--- src/pwr_params.svh ---
`ifndef PWR_PARAMS_SVH
`define PWR_PARAMS_SVH

// register word indices, byte address is index times four
`define SLEEP_CTRL_IDX    6'h33
`define MCU_CTRL_IDX      6'h34
`define PWR_REDUCE_IDX    6'h35
`define PWR_STATUS_IDX    6'h36

// sleep mode control fields and reset
`define SLEEP_ARM_BIT     0
`define SLEEP_MODE_LSB    1
`define SLEEP_CTRL_RESET  8'h00

// mcu control fields
`define DEBUG_DIS_BIT     7
`define BOD_OFF_BIT       6
`define BOD_UNLOCK_BIT    5

// sleep mode codes
`define MODE_IDLE         3'h0
`define MODE_ADC_NR       3'h1
`define MODE_POWER_DOWN   3'h2
`define MODE_POWER_SAVE   3'h3
`define MODE_STANDBY      3'h6
`define MODE_EXT_STANDBY  3'h7

// power reduction bit positions
`define GATE_TIMER_TWO    6
`define GATE_CONVERTER    0

// timing in core clock cycles
`define STANDBY_WAKE_CYC  8'h06
`define WAKE_HALT_CYC     8'h04
`define BOD_UNLOCK_CYC    3'h4
`define BOD_OFF_LIFE_CYC  2'h3

`endif

--- src/pwr_pkg.sv ---
package pwr_pkg;

  typedef enum logic [1:0] {
    st_active,
    st_asleep,
    st_startup,
    st_halt
  } sleep_state_t;

  typedef logic [2:0] sleep_mode_t;

  typedef struct packed {
    logic cpu;
    logic io;
    logic adc;
    logic t2_async;
    logic osc;
  } clock_en_t;

  typedef struct packed {
    logic       cyc;
    logic       stb;
    logic       we;
    logic [3:0] sel;
    logic [7:0] adr;
    logic [31:0] dat;
  } wb_req_t;

  typedef struct packed {
    logic [2:0] win;
    logic [1:0] life;
    logic       unlock;
    logic       brownout_sleep_off;
  } bod_seq_t;

endpackage

--- src/bod_sleep_seq.sv ---
`timescale 1ns/100ps
`default_nettype none
`include "pwr_params.svh"

module bod_sleep_seq (
  // clock and reset
  input  wire logic core_clk,
  input  wire logic rstn,
  // write of the mcu control register
  input  wire logic wr,
  input  wire logic wr_off,
  input  wire logic wr_unlock,
  // state
  output logic      brownout_sleep_off,
  output logic      unlock
);

  pwr_pkg::bod_seq_t s;
  pwr_pkg::bod_seq_t next_s;

  always_comb begin
    next_s = s;
    if (s.win != 3'h0) begin
      next_s.win = s.win - 3'h1;
    end
    if (s.life != 2'h0) begin
      next_s.life = s.life - 2'h1;
    end
    if (next_s.win == 3'h0) begin
      next_s.unlock = 1'b0;
    end
    if (next_s.life == 2'h0) begin
      next_s.brownout_sleep_off = 1'b0; // RL8
    end
    if (wr && wr_off && wr_unlock) begin
      next_s.win    = `BOD_UNLOCK_CYC; // RL6
      next_s.unlock = 1'b1;
    end else if (wr && wr_off && !wr_unlock && s.win != 3'h0) begin
      next_s.brownout_sleep_off   = 1'b1; // RL9
      next_s.life   = `BOD_OFF_LIFE_CYC;
      next_s.unlock = 1'b0;
      next_s.win    = 3'h0;
    end
  end

  always_ff @(posedge core_clk or negedge rstn) begin
    if (!rstn) begin
      s <= '0;
    end else begin
      s <= next_s;
    end
  end

  assign brownout_sleep_off   = s.brownout_sleep_off;
  assign unlock = s.unlock;
endmodule
`default_nettype wire

--- src/periph_clock_gate.sv ---
`timescale 1ns/100ps
`default_nettype none
`include "pwr_params.svh"

module periph_clock_gate #(
  parameter int N = 8
) (
  // control
  input  wire logic [N-1:0] gate,
  input  wire logic         io_run,
  input  wire logic         t2_async,
  // per peripheral
  output logic [N-1:0]      clk_en,
  output logic [N-1:0]      access_ok
);

  initial begin
    if (N <= `GATE_TIMER_TWO) begin
      $error("periph_clock_gate needs the timer two position");
    end
  end

  genvar i;
  generate
    for (i = 0; i < N; i++) begin : g_bit
      if (i == `GATE_TIMER_TWO) begin : g_t2
        // the async timer keeps its own oscillator, gating has no hold on it
        assign clk_en[i]    = t2_async || (io_run && !gate[i]); // RL14
        assign access_ok[i] = t2_async || !gate[i];
      end else begin : g_std
        assign clk_en[i]    = io_run && !gate[i]; // RL10 RL11 RL12
        assign access_ok[i] = !gate[i];
      end
    end
  endgenerate

endmodule
`default_nettype wire

--- src/sleep_and_power_reduction_ctrl.sv ---
`timescale 1ns/100ps
`default_nettype none
`include "pwr_params.svh"

// Overview of operation
// RL1 - mode 110 with crystal: standby, six-cycle wake
// RL2 - mode 111 with crystal: extended standby, six-cycle wake
// RL3 - mode field encodes six modes, two reserved
// RL4 - sleep happens only while arm bit set
// RL5 - software arms just before, disarms after
// RL6 - sleep-off set needs unlock write within four
// RL7 - sleep-off effective turns detector off in sleep; code turns it off only in deep sleep, not in idle or ADC noise reduction
// RL8 - sleep-off clears itself after three cycles
// RL9 - no unlock step, no sleep-off set
// RL10 - gate bit stops peripheral clock and access
// RL11 - clearing gate resumes peripheral unchanged
// RL12 - gating matters only in active and idle
// RL13 - gate bits seven to zero map peripherals
// RL14 - timer two gated only in synchronous use
// RL15 - gated converter denies comparator the mux
// RL16 - software reinitialises serial modules after ungating
// RL17 - deep sleep disables input buffers except wake
// RL18 - debug keeps main clock unless disabled
// RL19 - converter stays on; restart gives extended conversion
// RL20 - comparator off in deep sleep unless bandgap
// RL21 - watchdog and detector keep running in sleep
// RL22 - interrupt wake halts four extra cycles
// RL23 - power-down halts all generated clocks
// RL24 - upper four mode register bits read zero
module sleep_and_power_reduction_ctrl #(
  parameter int STARTUP_CYCLES = 16,
  parameter int N_PINS         = 32
) (
  // clock and reset
  input  wire logic              core_clk,
  input  wire logic              rstn,
  // wishbone slave
  input  wire logic              wb_cyc,
  input  wire logic              wb_stb,
  input  wire logic              wb_we,
  input  wire logic [3:0]        wb_sel,
  input  wire logic [7:0]        wb_adr,
  input  wire logic [31:0]       wb_dat_i,
  output logic                   wb_ack,
  output logic [31:0]            wb_dat_o,
  // core events
  input  wire logic              sleep_instr,
  input  wire logic              wake_req,
  // fuses and clock option
  input  wire logic              crystal_sel,
  input  wire logic              onchip_debug_fuse,
  input  wire logic              scan_port_fuse,
  input  wire logic              brownout_level_fuse,
  // peripheral status
  input  wire logic              timer_two_async_select,
  input  wire logic              adc_enable,
  input  wire logic              adc_conv_start,
  input  wire logic              comparator_bandgap,
  input  wire logic [N_PINS-1:0] wake_pin_mask,
  // clock and power controls
  output pwr_pkg::clock_en_t     clk_en,
  output logic [7:0]             periph_clk_en,
  output logic [7:0]             periph_access,
  output logic                   bod_run,
  output logic                   comparator_off,
  output logic                   adc_mux_avail,
  output logic                   adc_power,
  output logic                   adc_extended_next,
  output logic [N_PINS-1:0]      input_buf_en,
  output logic                   wake_resume
);

  initial begin
    if (STARTUP_CYCLES < 2 || STARTUP_CYCLES > 255) begin
      $error("STARTUP_CYCLES must lie in 2..255");
    end
    if (N_PINS < 1) begin
      $error("N_PINS must be at least one");
    end
  end

  localparam logic [7:0] STARTUP_CNT = 8'(STARTUP_CYCLES);

  typedef struct packed {
    pwr_pkg::sleep_state_t state;
    logic [7:0]            cnt;
    pwr_pkg::sleep_mode_t  mode;
    logic                  arm;
    pwr_pkg::sleep_mode_t  slp_mode;
    logic                  dbg_dis;
    logic [7:0]            gate;
    logic                  bod_off;
    logic                  ack;
    logic [31:0]           rdata;
    pwr_pkg::clock_en_t    clk;
    logic [7:0]            pclk;
    logic [7:0]            pacc;
    logic                  bod_run;
    logic                  comp_off;
    logic                  mux_ok;
    logic                  adc_pwr;
    logic                  adc_prev;
    logic                  adc_ext;
    logic [N_PINS-1:0]     inbuf;
    logic                  resume;
  } ctrl_t;

  ctrl_t s;
  ctrl_t next_s;

  logic brownout_sleep_off;
  logic bod_unlock;
  logic mcu_wr;
  logic [7:0] pclk_c;
  logic [7:0] pacc_c;

  function automatic logic hit(input logic [7:0] adr, input logic [5:0] idx);
    hit = (adr[7:2] == idx) && (adr[1:0] == 2'h0);
  endfunction

  // modes that stop both the io and converter clocks
  function automatic logic deep(input pwr_pkg::sleep_mode_t m);
    deep = (m != `MODE_IDLE) && (m != `MODE_ADC_NR);
  endfunction

  function automatic logic mode_ok(input pwr_pkg::sleep_mode_t m);
    mode_ok = (m != 3'h4) && (m != 3'h5); // RL3
  endfunction

  function automatic pwr_pkg::clock_en_t clocks(
      input pwr_pkg::sleep_state_t st,
      input pwr_pkg::sleep_mode_t  m,
      input logic                  t2a,
      input logic                  keep_osc);
    pwr_pkg::clock_en_t c;
    c = '0;
    case (st)
      pwr_pkg::st_active: begin
        c = '1;
      end
      pwr_pkg::st_asleep: begin
        case (m)
          `MODE_IDLE: begin
            c.io       = 1'b1;
            c.adc      = 1'b1;
            c.t2_async = 1'b1;
            c.osc      = 1'b1;
          end
          `MODE_ADC_NR: begin
            c.adc      = 1'b1;
            c.t2_async = 1'b1;
            c.osc      = 1'b1;
          end
          `MODE_POWER_SAVE: begin
            c.t2_async = t2a;
          end
          `MODE_STANDBY: begin
            c.osc = 1'b1; // RL1
          end
          `MODE_EXT_STANDBY: begin
            c.t2_async = t2a; // RL2
            c.osc      = 1'b1;
          end
          default: begin
            c = '0; // RL23
          end
        endcase
        c.osc = c.osc || keep_osc; // RL18
      end
      pwr_pkg::st_startup: begin
        c.osc      = 1'b1;
        c.t2_async = t2a;
      end
      default: begin
        // halted core while peripherals already run again
        c.io       = 1'b1;
        c.adc      = 1'b1;
        c.t2_async = 1'b1;
        c.osc      = 1'b1;
      end
    endcase
    clocks = c;
  endfunction

  assign mcu_wr = wb_cyc && wb_stb && !s.ack && wb_we && wb_sel[0]
                  && hit(wb_adr, `MCU_CTRL_IDX);

  bod_sleep_seq u_bod (
    .core_clk  (core_clk),
    .rstn      (rstn),
    .wr        (mcu_wr),
    .wr_off    (wb_dat_i[`BOD_OFF_BIT]),
    .wr_unlock (wb_dat_i[`BOD_UNLOCK_BIT]),
    .brownout_sleep_off      (brownout_sleep_off),
    .unlock    (bod_unlock)
  );

  periph_clock_gate #(
    .N (8)
  ) u_gate (
    .gate      (next_s.gate),
    .io_run    (next_s.clk.io),
    .t2_async  (timer_two_async_select),
    .clk_en    (pclk_c),
    .access_ok (pacc_c)
  );

  always_comb begin
    logic wr;
    logic keep_osc;
    pwr_pkg::sleep_mode_t m;
    wr       = 1'b0;
    keep_osc = 1'b0;
    m        = s.mode;
    next_s   = s;
    next_s.resume = 1'b0;

    // bus slave, one wait state, unmapped reads give zero
    next_s.ack   = wb_cyc && wb_stb && !s.ack;
    wr           = next_s.ack && wb_we && wb_sel[0];
    next_s.rdata = 32'h0000_0000;
    if (next_s.ack && !wb_we) begin
      if (hit(wb_adr, `SLEEP_CTRL_IDX)) begin
        next_s.rdata = {28'h000_0000, s.mode, s.arm}; // RL24
      end else if (hit(wb_adr, `MCU_CTRL_IDX)) begin
        next_s.rdata = {24'h00_0000, s.dbg_dis, brownout_sleep_off, bod_unlock, 5'h00};
      end else if (hit(wb_adr, `PWR_REDUCE_IDX)) begin
        next_s.rdata = {24'h00_0000, s.gate};
      end else if (hit(wb_adr, `PWR_STATUS_IDX)) begin
        next_s.rdata = {24'h00_0000, 2'h0, s.bod_off, 2'(s.state), s.slp_mode};
      end
    end
    if (wr && hit(wb_adr, `SLEEP_CTRL_IDX)) begin
      next_s.mode = wb_dat_i[`SLEEP_MODE_LSB +: 3];
      next_s.arm  = wb_dat_i[`SLEEP_ARM_BIT]; // RL5
    end
    if (wr && hit(wb_adr, `MCU_CTRL_IDX)) begin
      next_s.dbg_dis = wb_dat_i[`DEBUG_DIS_BIT]; // RL18
    end
    if (wr && hit(wb_adr, `PWR_REDUCE_IDX)) begin
      next_s.gate = wb_dat_i[7:0]; // RL13
    end

    // without a crystal the standby modes fall back to their base modes
    if (!crystal_sel && s.mode[2]) begin
      m = {1'b0, s.mode[1:0]};
    end

    case (s.state)
      pwr_pkg::st_active: begin
        if (sleep_instr && s.arm && mode_ok(s.mode)) begin // RL4
          next_s.state    = pwr_pkg::st_asleep;
          next_s.slp_mode = m;
          next_s.bod_off  = brownout_sleep_off && deep(m); // RL7
        end
      end
      pwr_pkg::st_asleep: begin
        if (wake_req) begin
          next_s.bod_off = 1'b0;
          if (!deep(s.slp_mode)) begin
            next_s.state = pwr_pkg::st_halt;
            next_s.cnt   = `WAKE_HALT_CYC;
          end else begin
            next_s.state = pwr_pkg::st_startup;
            next_s.cnt   = s.slp_mode[2] ? `STANDBY_WAKE_CYC : STARTUP_CNT; // RL1 RL2
          end
        end
      end
      pwr_pkg::st_startup: begin
        if (s.cnt == 8'h01) begin
          next_s.state = pwr_pkg::st_halt;
          next_s.cnt   = `WAKE_HALT_CYC; // RL22
        end else begin
          next_s.cnt = s.cnt - 8'h01;
        end
      end
      pwr_pkg::st_halt: begin
        if (s.cnt == 8'h01) begin
          next_s.state  = pwr_pkg::st_active;
          next_s.cnt    = 8'h00;
          next_s.resume = 1'b1; // RL22
        end else begin
          next_s.cnt = s.cnt - 8'h01;
        end
      end
      default: begin
        next_s.state = pwr_pkg::st_active;
      end
    endcase

    keep_osc = onchip_debug_fuse && scan_port_fuse && !next_s.dbg_dis;
    next_s.clk = clocks(next_s.state, next_s.slp_mode, timer_two_async_select,
                        keep_osc);
    next_s.pclk = pclk_c;
    next_s.pacc = pacc_c;

    // detector runs in every sleep unless switched off for this one
    next_s.bod_run = brownout_level_fuse
                     && !(next_s.state == pwr_pkg::st_asleep && next_s.bod_off); // RL21

    next_s.comp_off = next_s.state == pwr_pkg::st_asleep
                      && deep(next_s.slp_mode) && !comparator_bandgap; // RL20
    next_s.mux_ok   = !next_s.gate[`GATE_CONVERTER]; // RL15

    next_s.adc_pwr  = adc_enable; // RL19
    next_s.adc_prev = adc_enable;
    if (adc_conv_start) begin
      next_s.adc_ext = 1'b0;
    end
    if (s.adc_prev && !adc_enable) begin
      next_s.adc_ext = 1'b1; // RL19
    end

    if (next_s.clk.io || next_s.clk.adc) begin
      next_s.inbuf = '1;
    end else begin
      next_s.inbuf = wake_pin_mask; // RL17
    end
  end

  always_ff @(posedge core_clk or negedge rstn) begin
    if (!rstn) begin
      s       <= '0;
      s.state <= pwr_pkg::st_active;
      s.clk   <= '1;
      s.pclk  <= 8'hFF;
      s.pacc  <= 8'hFF;
      s.mux_ok <= 1'b1;
      s.inbuf <= '1;
    end else begin
      s <= next_s;
    end
  end

  assign wb_ack            = s.ack;
  assign wb_dat_o          = s.rdata;
  assign clk_en            = s.clk;
  assign periph_clk_en     = s.pclk;
  assign periph_access     = s.pacc;
  assign bod_run           = s.bod_run;
  assign comparator_off    = s.comp_off;
  assign adc_mux_avail     = s.mux_ok;
  assign adc_power         = s.adc_pwr;
  assign adc_extended_next = s.adc_ext;
  assign input_buf_en      = s.inbuf;
  assign wake_resume       = s.resume;
endmodule
`default_nettype wire

--- config.mk ---
export PLATFORM = sky130hd
export DESIGN_NAME = sleep_and_power_reduction_ctrl
export DESIGN_NICKNAME = d
export VERILOG_FILES = /design/src/pwr_pkg.sv /design/src/bod_sleep_seq.sv /design/src/periph_clock_gate.sv /design/src/sleep_and_power_reduction_ctrl.sv
export VERILOG_INCLUDE_DIRS = /design/src
export SDC_FILE = /design/constraint.sdc
export NUM_CORES = 1
export LEC_CHECK = 0
export ABC_AREA = 1
export BUFFER_PORTS_ARGS = -buffer_cell sky130_fd_sc_hd__buf_2
export CORE_AREA = 2 2 80 139
export DETAILED_ROUTE_END_ITERATION = 12
export DIE_AREA = 0 0 82 141
export GPL_TIMING_DRIVEN = 0
export PLACE_DENSITY = 0.91
export SETUP_SLACK_MARGIN = 0.1
export SYNTH_ARGS = -nofsm -noshare
export SYNTH_HDL_FRONTEND = slang
export SYNTH_HIERARCHICAL = 1
export SYNTH_SLANG_ARGS = --single-unit
--- constraint.sdc ---
create_clock -name core_clk -period 2.9 [get_ports core_clk]
set_input_delay 0.29 -clock core_clk [delete_from_list [all_inputs] [get_ports core_clk]]
set_output_delay 0.29 -clock core_clk [all_outputs]
set_load 0.02 [all_outputs]
==> metrics.md <==
| Metric | Value |
|---|---|
| Skew-Pair Late Insertion Delay | `0.35 ns` |
| Slowest cell on crit path | `sky130_fd_sc_hd__dfrtp_1` |
| Cell types occupying the most area after synthesis | `sky130_fd_sc_hd__dfstp_2 (28%), sky130_fd_sc_hd__dfrtp_1 (24%), sky130_fd_sc_hd__buf_4 (13%)` |
| Post-CTS setup buffer count | `0` |
| Effective utilization at floorplan | `0.484` |
| Crit path arrival time | `about 2.8 ns` |
| Number of distinct library cell variants in the gate-level netlist after synthesis | `36` |
| Width of the die | `82 microns` |
| Number of buffers created by CTS | `9` |
| All-Layer GR Usage | `0.193` |
| Total negative setup slack | `0 ns` |
| Stage delay of the slowest cell on the critical path | `around 0.38 ns` |
| Final core area utilization | `0.605` |
| Post-synthesis sequential area ratio | `0.515` |
| Final nets | `about 820` |
| Hold Slack | `around 0.07 ns` |
| Clk Tree Root Cell | `sky130_fd_sc_hd__clkbuf_16` |
| Max_cap viols | `0` |
| Number of storage elements in the synthesis netlist | `102` |
| Signed area change from the synthesized netlist to the final layout | `25.0%` |
| Via count of the routed design | `between 3,000 and 4,000` |
| Worst path required time | `3.18 ns` |
| Critical-path cell list | `inv_1 > ha_1 > nand4_1 > nand2_2 > inv_1 > a21oi_1 > nand3_1 > ha_2 > or2_2 > o21ai_1 > inv_2 > nor2_1` |
| Wire length of the first global-routing pass | `between 15,000 and 20,000 microns` |
| Clock Sinks | `between 100 and 150` |
| Via count of the first global-routing pass | `slightly below 4,000` |
| Skew final | `roughly 0.0088 ns` |
| Cells after synthesis | `about 550` |
| Core area | `roughly 11,000 sq um` |
| Area enclosed by the die boundary | `~12,000 sq um` |
| Initial antenna violation count | `0` |
| Count of standard-cell rows | `50` |
| Worst rel slew slack | `0.586` |
| Total I/O pin count | `roughly 180` |
| Tightest Hold Check Type | `input pin to register` |
| Critical-path maximum fanout | `7` |
| Leak pwr | `roughly 3.5 nW` |
| Overall routed net length | `~11,000 microns` |
| ANT cells | `0` |
| Avg Synthesized Cell Area | `a little over 9 sq um` |
| Iteration-0 DRC count of the detailed router | `126` |
| Average detailed-routed wire length per instance | `around 12 microns` |
| Total congestion overflow after global routing | `0` |
| Length of the first detailed-routing pass in iterations | `5` |
| Transition at the pin with the smallest max-transition slack | `about 0.62 ns` |
| Part of the cycle the worst path needs | `0.880` |
| Shortest period the worst path allows | `about 2.6 ns` |
| Area occupied by registers | `around 2600 sq um` |
| Number of vias per cell | `~4.5` |
| Upper clock frequency limit | `just under 0.4 GHz` |
| CP endpoint kind | `register` |
| Final routed DRC violation total | `0` |
| Commonest cells in the synthesized netlist | `sky130_fd_sc_hd__nand2_1 (93), sky130_fd_sc_hd__inv_1 (92), sky130_fd_sc_hd__buf_4 (85)` |
| Synth area leader | `sky130_fd_sc_hd__dfstp_2` |
| Sum of net half-perimeters after detailed placement | `around 8000 microns` |
| Maximum VDD drop | `~0.76 mV` |
| Area of combinational cells with multiple inputs | `roughly 1500 sq um` |
| Final Setup Violations | `0` |
| Area share of the largest cell type after synthesis | `0.279` |
| I/O Buffers | `about 130` |
| Syn. warnings | `6` |
| Most common cell on crit path | `sky130_fd_sc_hd__inv_1` |
| Maximum clock insertion buffer count | `2` |
| Unrepaired setup endpoints after global routing | `no` |
| Vertical extent of the die | `141 microns` |
| Number of enable-type register cells in the synthesized netlist | `0` |
| Final non-filler cell area | `approximately 6400 sq um` |
| Nature of the critical path startpoint | `register` |
| Number of endpoints with negative hold slack in the final report | `0` |
| Placer's final routability congestion estimate | `between 0.8 and 0.9` |
| Dpl cell area | `6030 sq um` |
| Category of the most critical setup path | `register to register` |
| Final cell count without fillers | `854` |
| Maximum number of pins on one net before global-route repair | `55` |
| Fraction of final layout cells sized beyond drive strength 1 | `0.483` |
| Post-synth ARST share | `1.00` |
| Clock slew seen by the registers of the worst setup and hold paths | `0.07 ns` |
| Remaining antenna violation count | `0` |
| Library cell with the highest instance count after synthesis | `sky130_fd_sc_hd__nand2_1` |
| Run status | `completed` |
| Power density relative to cell area | `between 900 and 1000 nW/um^2` |
| Fill count | `approximately 900` |
| TritonCTS clock tree | `built` |
| H-tree Lvls | `3` |
| Final Max Slew Viols | `0` |
| Total instance count after detailed placement | `~840` |
| Most used DFF post-synth | `sky130_fd_sc_hd__dfstp_2` |
| Netlist Area Pre-Place | `5090 sq um` |
==> path summary, 6_finish.rpt <==
path / cells past startpoint / startpoint / slack [ns] / end
setup / recovery: 12 / s[111] / 0.35 / periph_clk_en[3]
hold / removal: 1 / adc_enable / 0.07 / s[34]
setup reg to reg: 12 / s[111] / 0.35 / periph_clk_en[3]
hold reg to reg: 1 / u_bod/s[2] / 0.45 / u_bod/s[2]
max in group asynchronous: 3 / rstn / 1.69 / input_buf_en[24]
min in group asynchronous: 2 / rstn / 0.51 / s[109]
==> report_power, final <==
part           internal, mW  switching (mW)
Clock                 0.734           0.555
Sequential             2.01           0.170
Combinational          1.14            1.51
Total                  3.88            2.23
==> cells in the final DEF (no fill, tap or decap), types with 2 or more instances in the layout <==
cell                        Yosys  layout
sky130_fd_sc_hd__nor2_2         3       3
sky130_fd_sc_hd__nand4_1        6       6
sky130_fd_sc_hd__nand2_1       93      92
sky130_fd_sc_hd__buf_4         85      86
sky130_fd_sc_hd__a21oi_1        8       8
sky130_fd_sc_hd__mux2_2         2       2
sky130_fd_sc_hd__nand2_2       34      35
sky130_fd_sc_hd__ha_1           7       6
sky130_fd_sc_hd__mux2_1         2       2
sky130_fd_sc_hd__o22ai_1        3       3
sky130_fd_sc_hd__o21ai_1        2       3
sky130_fd_sc_hd__nor2_1        36      36
sky130_fd_sc_hd__buf_12         3       3
sky130_fd_sc_hd__inv_6          1       3
sky130_fd_sc_hd__clkbuf_16      0      10
sky130_fd_sc_hd__nand3_1       19      19
sky130_fd_sc_hd__xor2_1         6       6
sky130_fd_sc_hd__o21ai_0       19      18
sky130_fd_sc_hd__dfstp_2       54      54
sky130_fd_sc_hd__inv_2          6       6
sky130_fd_sc_hd__nor2_4         3       3
sky130_fd_sc_hd__buf_2          1     131
sky130_fd_sc_hd__o211ai_1       2       2
sky130_fd_sc_hd__inv_1         92      92
sky130_fd_sc_hd__conb_1         1      24
sky130_fd_sc_hd__dfrtp_1       48      48
sky130_fd_sc_hd__nand2_4        4       4
sky130_fd_sc_hd__nor3_1         3       3
==> layout make-up <==
class                      count  share of cell area
timing repair buffer         133               0.109
sequential                   102               0.412
clock buffer                  10              0.0393
inverter                      99              0.0592
clock inverter                 6              0.0114
tap                          130              0.0256
multi-input combinational    285               0.233
buffer                        89               0.110
==> state kept, by name (all words and copies together) (netlist names) <==
name,flops
u_bod/s,5
input_buf_en,32
wake_resume,1
wb_ack,1
u_bod/brownout_sleep_off,1
adc_extended_next,1
comparator_off,1
s,28
bod_run,1
periph_access,8
clk_en,5
adc_mux_avail,1
periph_clk_en,8
u_bod/unlock,1
wb_dat_o,8
==> layer usage <==
layer / global-route usage / routed length, microns
met1: 0.193 / 3540
met2: 0.359 / 5940
met3: 0.0410 / 681
met4: 0.0982 / 390
met5: 0 / 0
==> per-stage QoR <==
step / total power [mW] / setup slack (ns)
after global routing: 6.53 / 0.164
final: 6.11 / 0.349
after CTS: 6.18 / 0.177
after detailed placement: 4.87 / 0.199
after global placement: 4.76 / 0.270
after floorplan: 4.21 / 0.700
==> critical path, delay by kind of cell, from the launching register on <==
family	cells	cell delay, ns
compound gates	2	0.37
fa+ha+maj	2	0.49
buf+inv	3	0.35
flops	1	0.38
simple gates	5	0.89
==> timing repair <==
item / 4_1_cts / 5_1_grt
hold buffers: 1 / 0
endpoints found under the setup margin: 0 / 7
resized for setup: 0 / 3
hold endpoints to repair: 9 / 0
==> cell families (layout without fill, tap and decap cells) <==
kind of cell             after synthesis  count (layout)  share of synthesized area
XOR/XNOR                               6               6                     0.0103
other                                  1              24                   0.000737
AO/OA/AOI/OAI                         38              38                     0.0415
multiplexers                           4               4                    0.00885
AND/OR/NAND/NOR                      206             206                      0.195
flip-flops                           102             102                      0.515
adder cells (fa/ha/maj)                7               7                     0.0172
buffers and inverters                188             337                      0.212
Note: power is estimated with default switching activity, not from simulation.
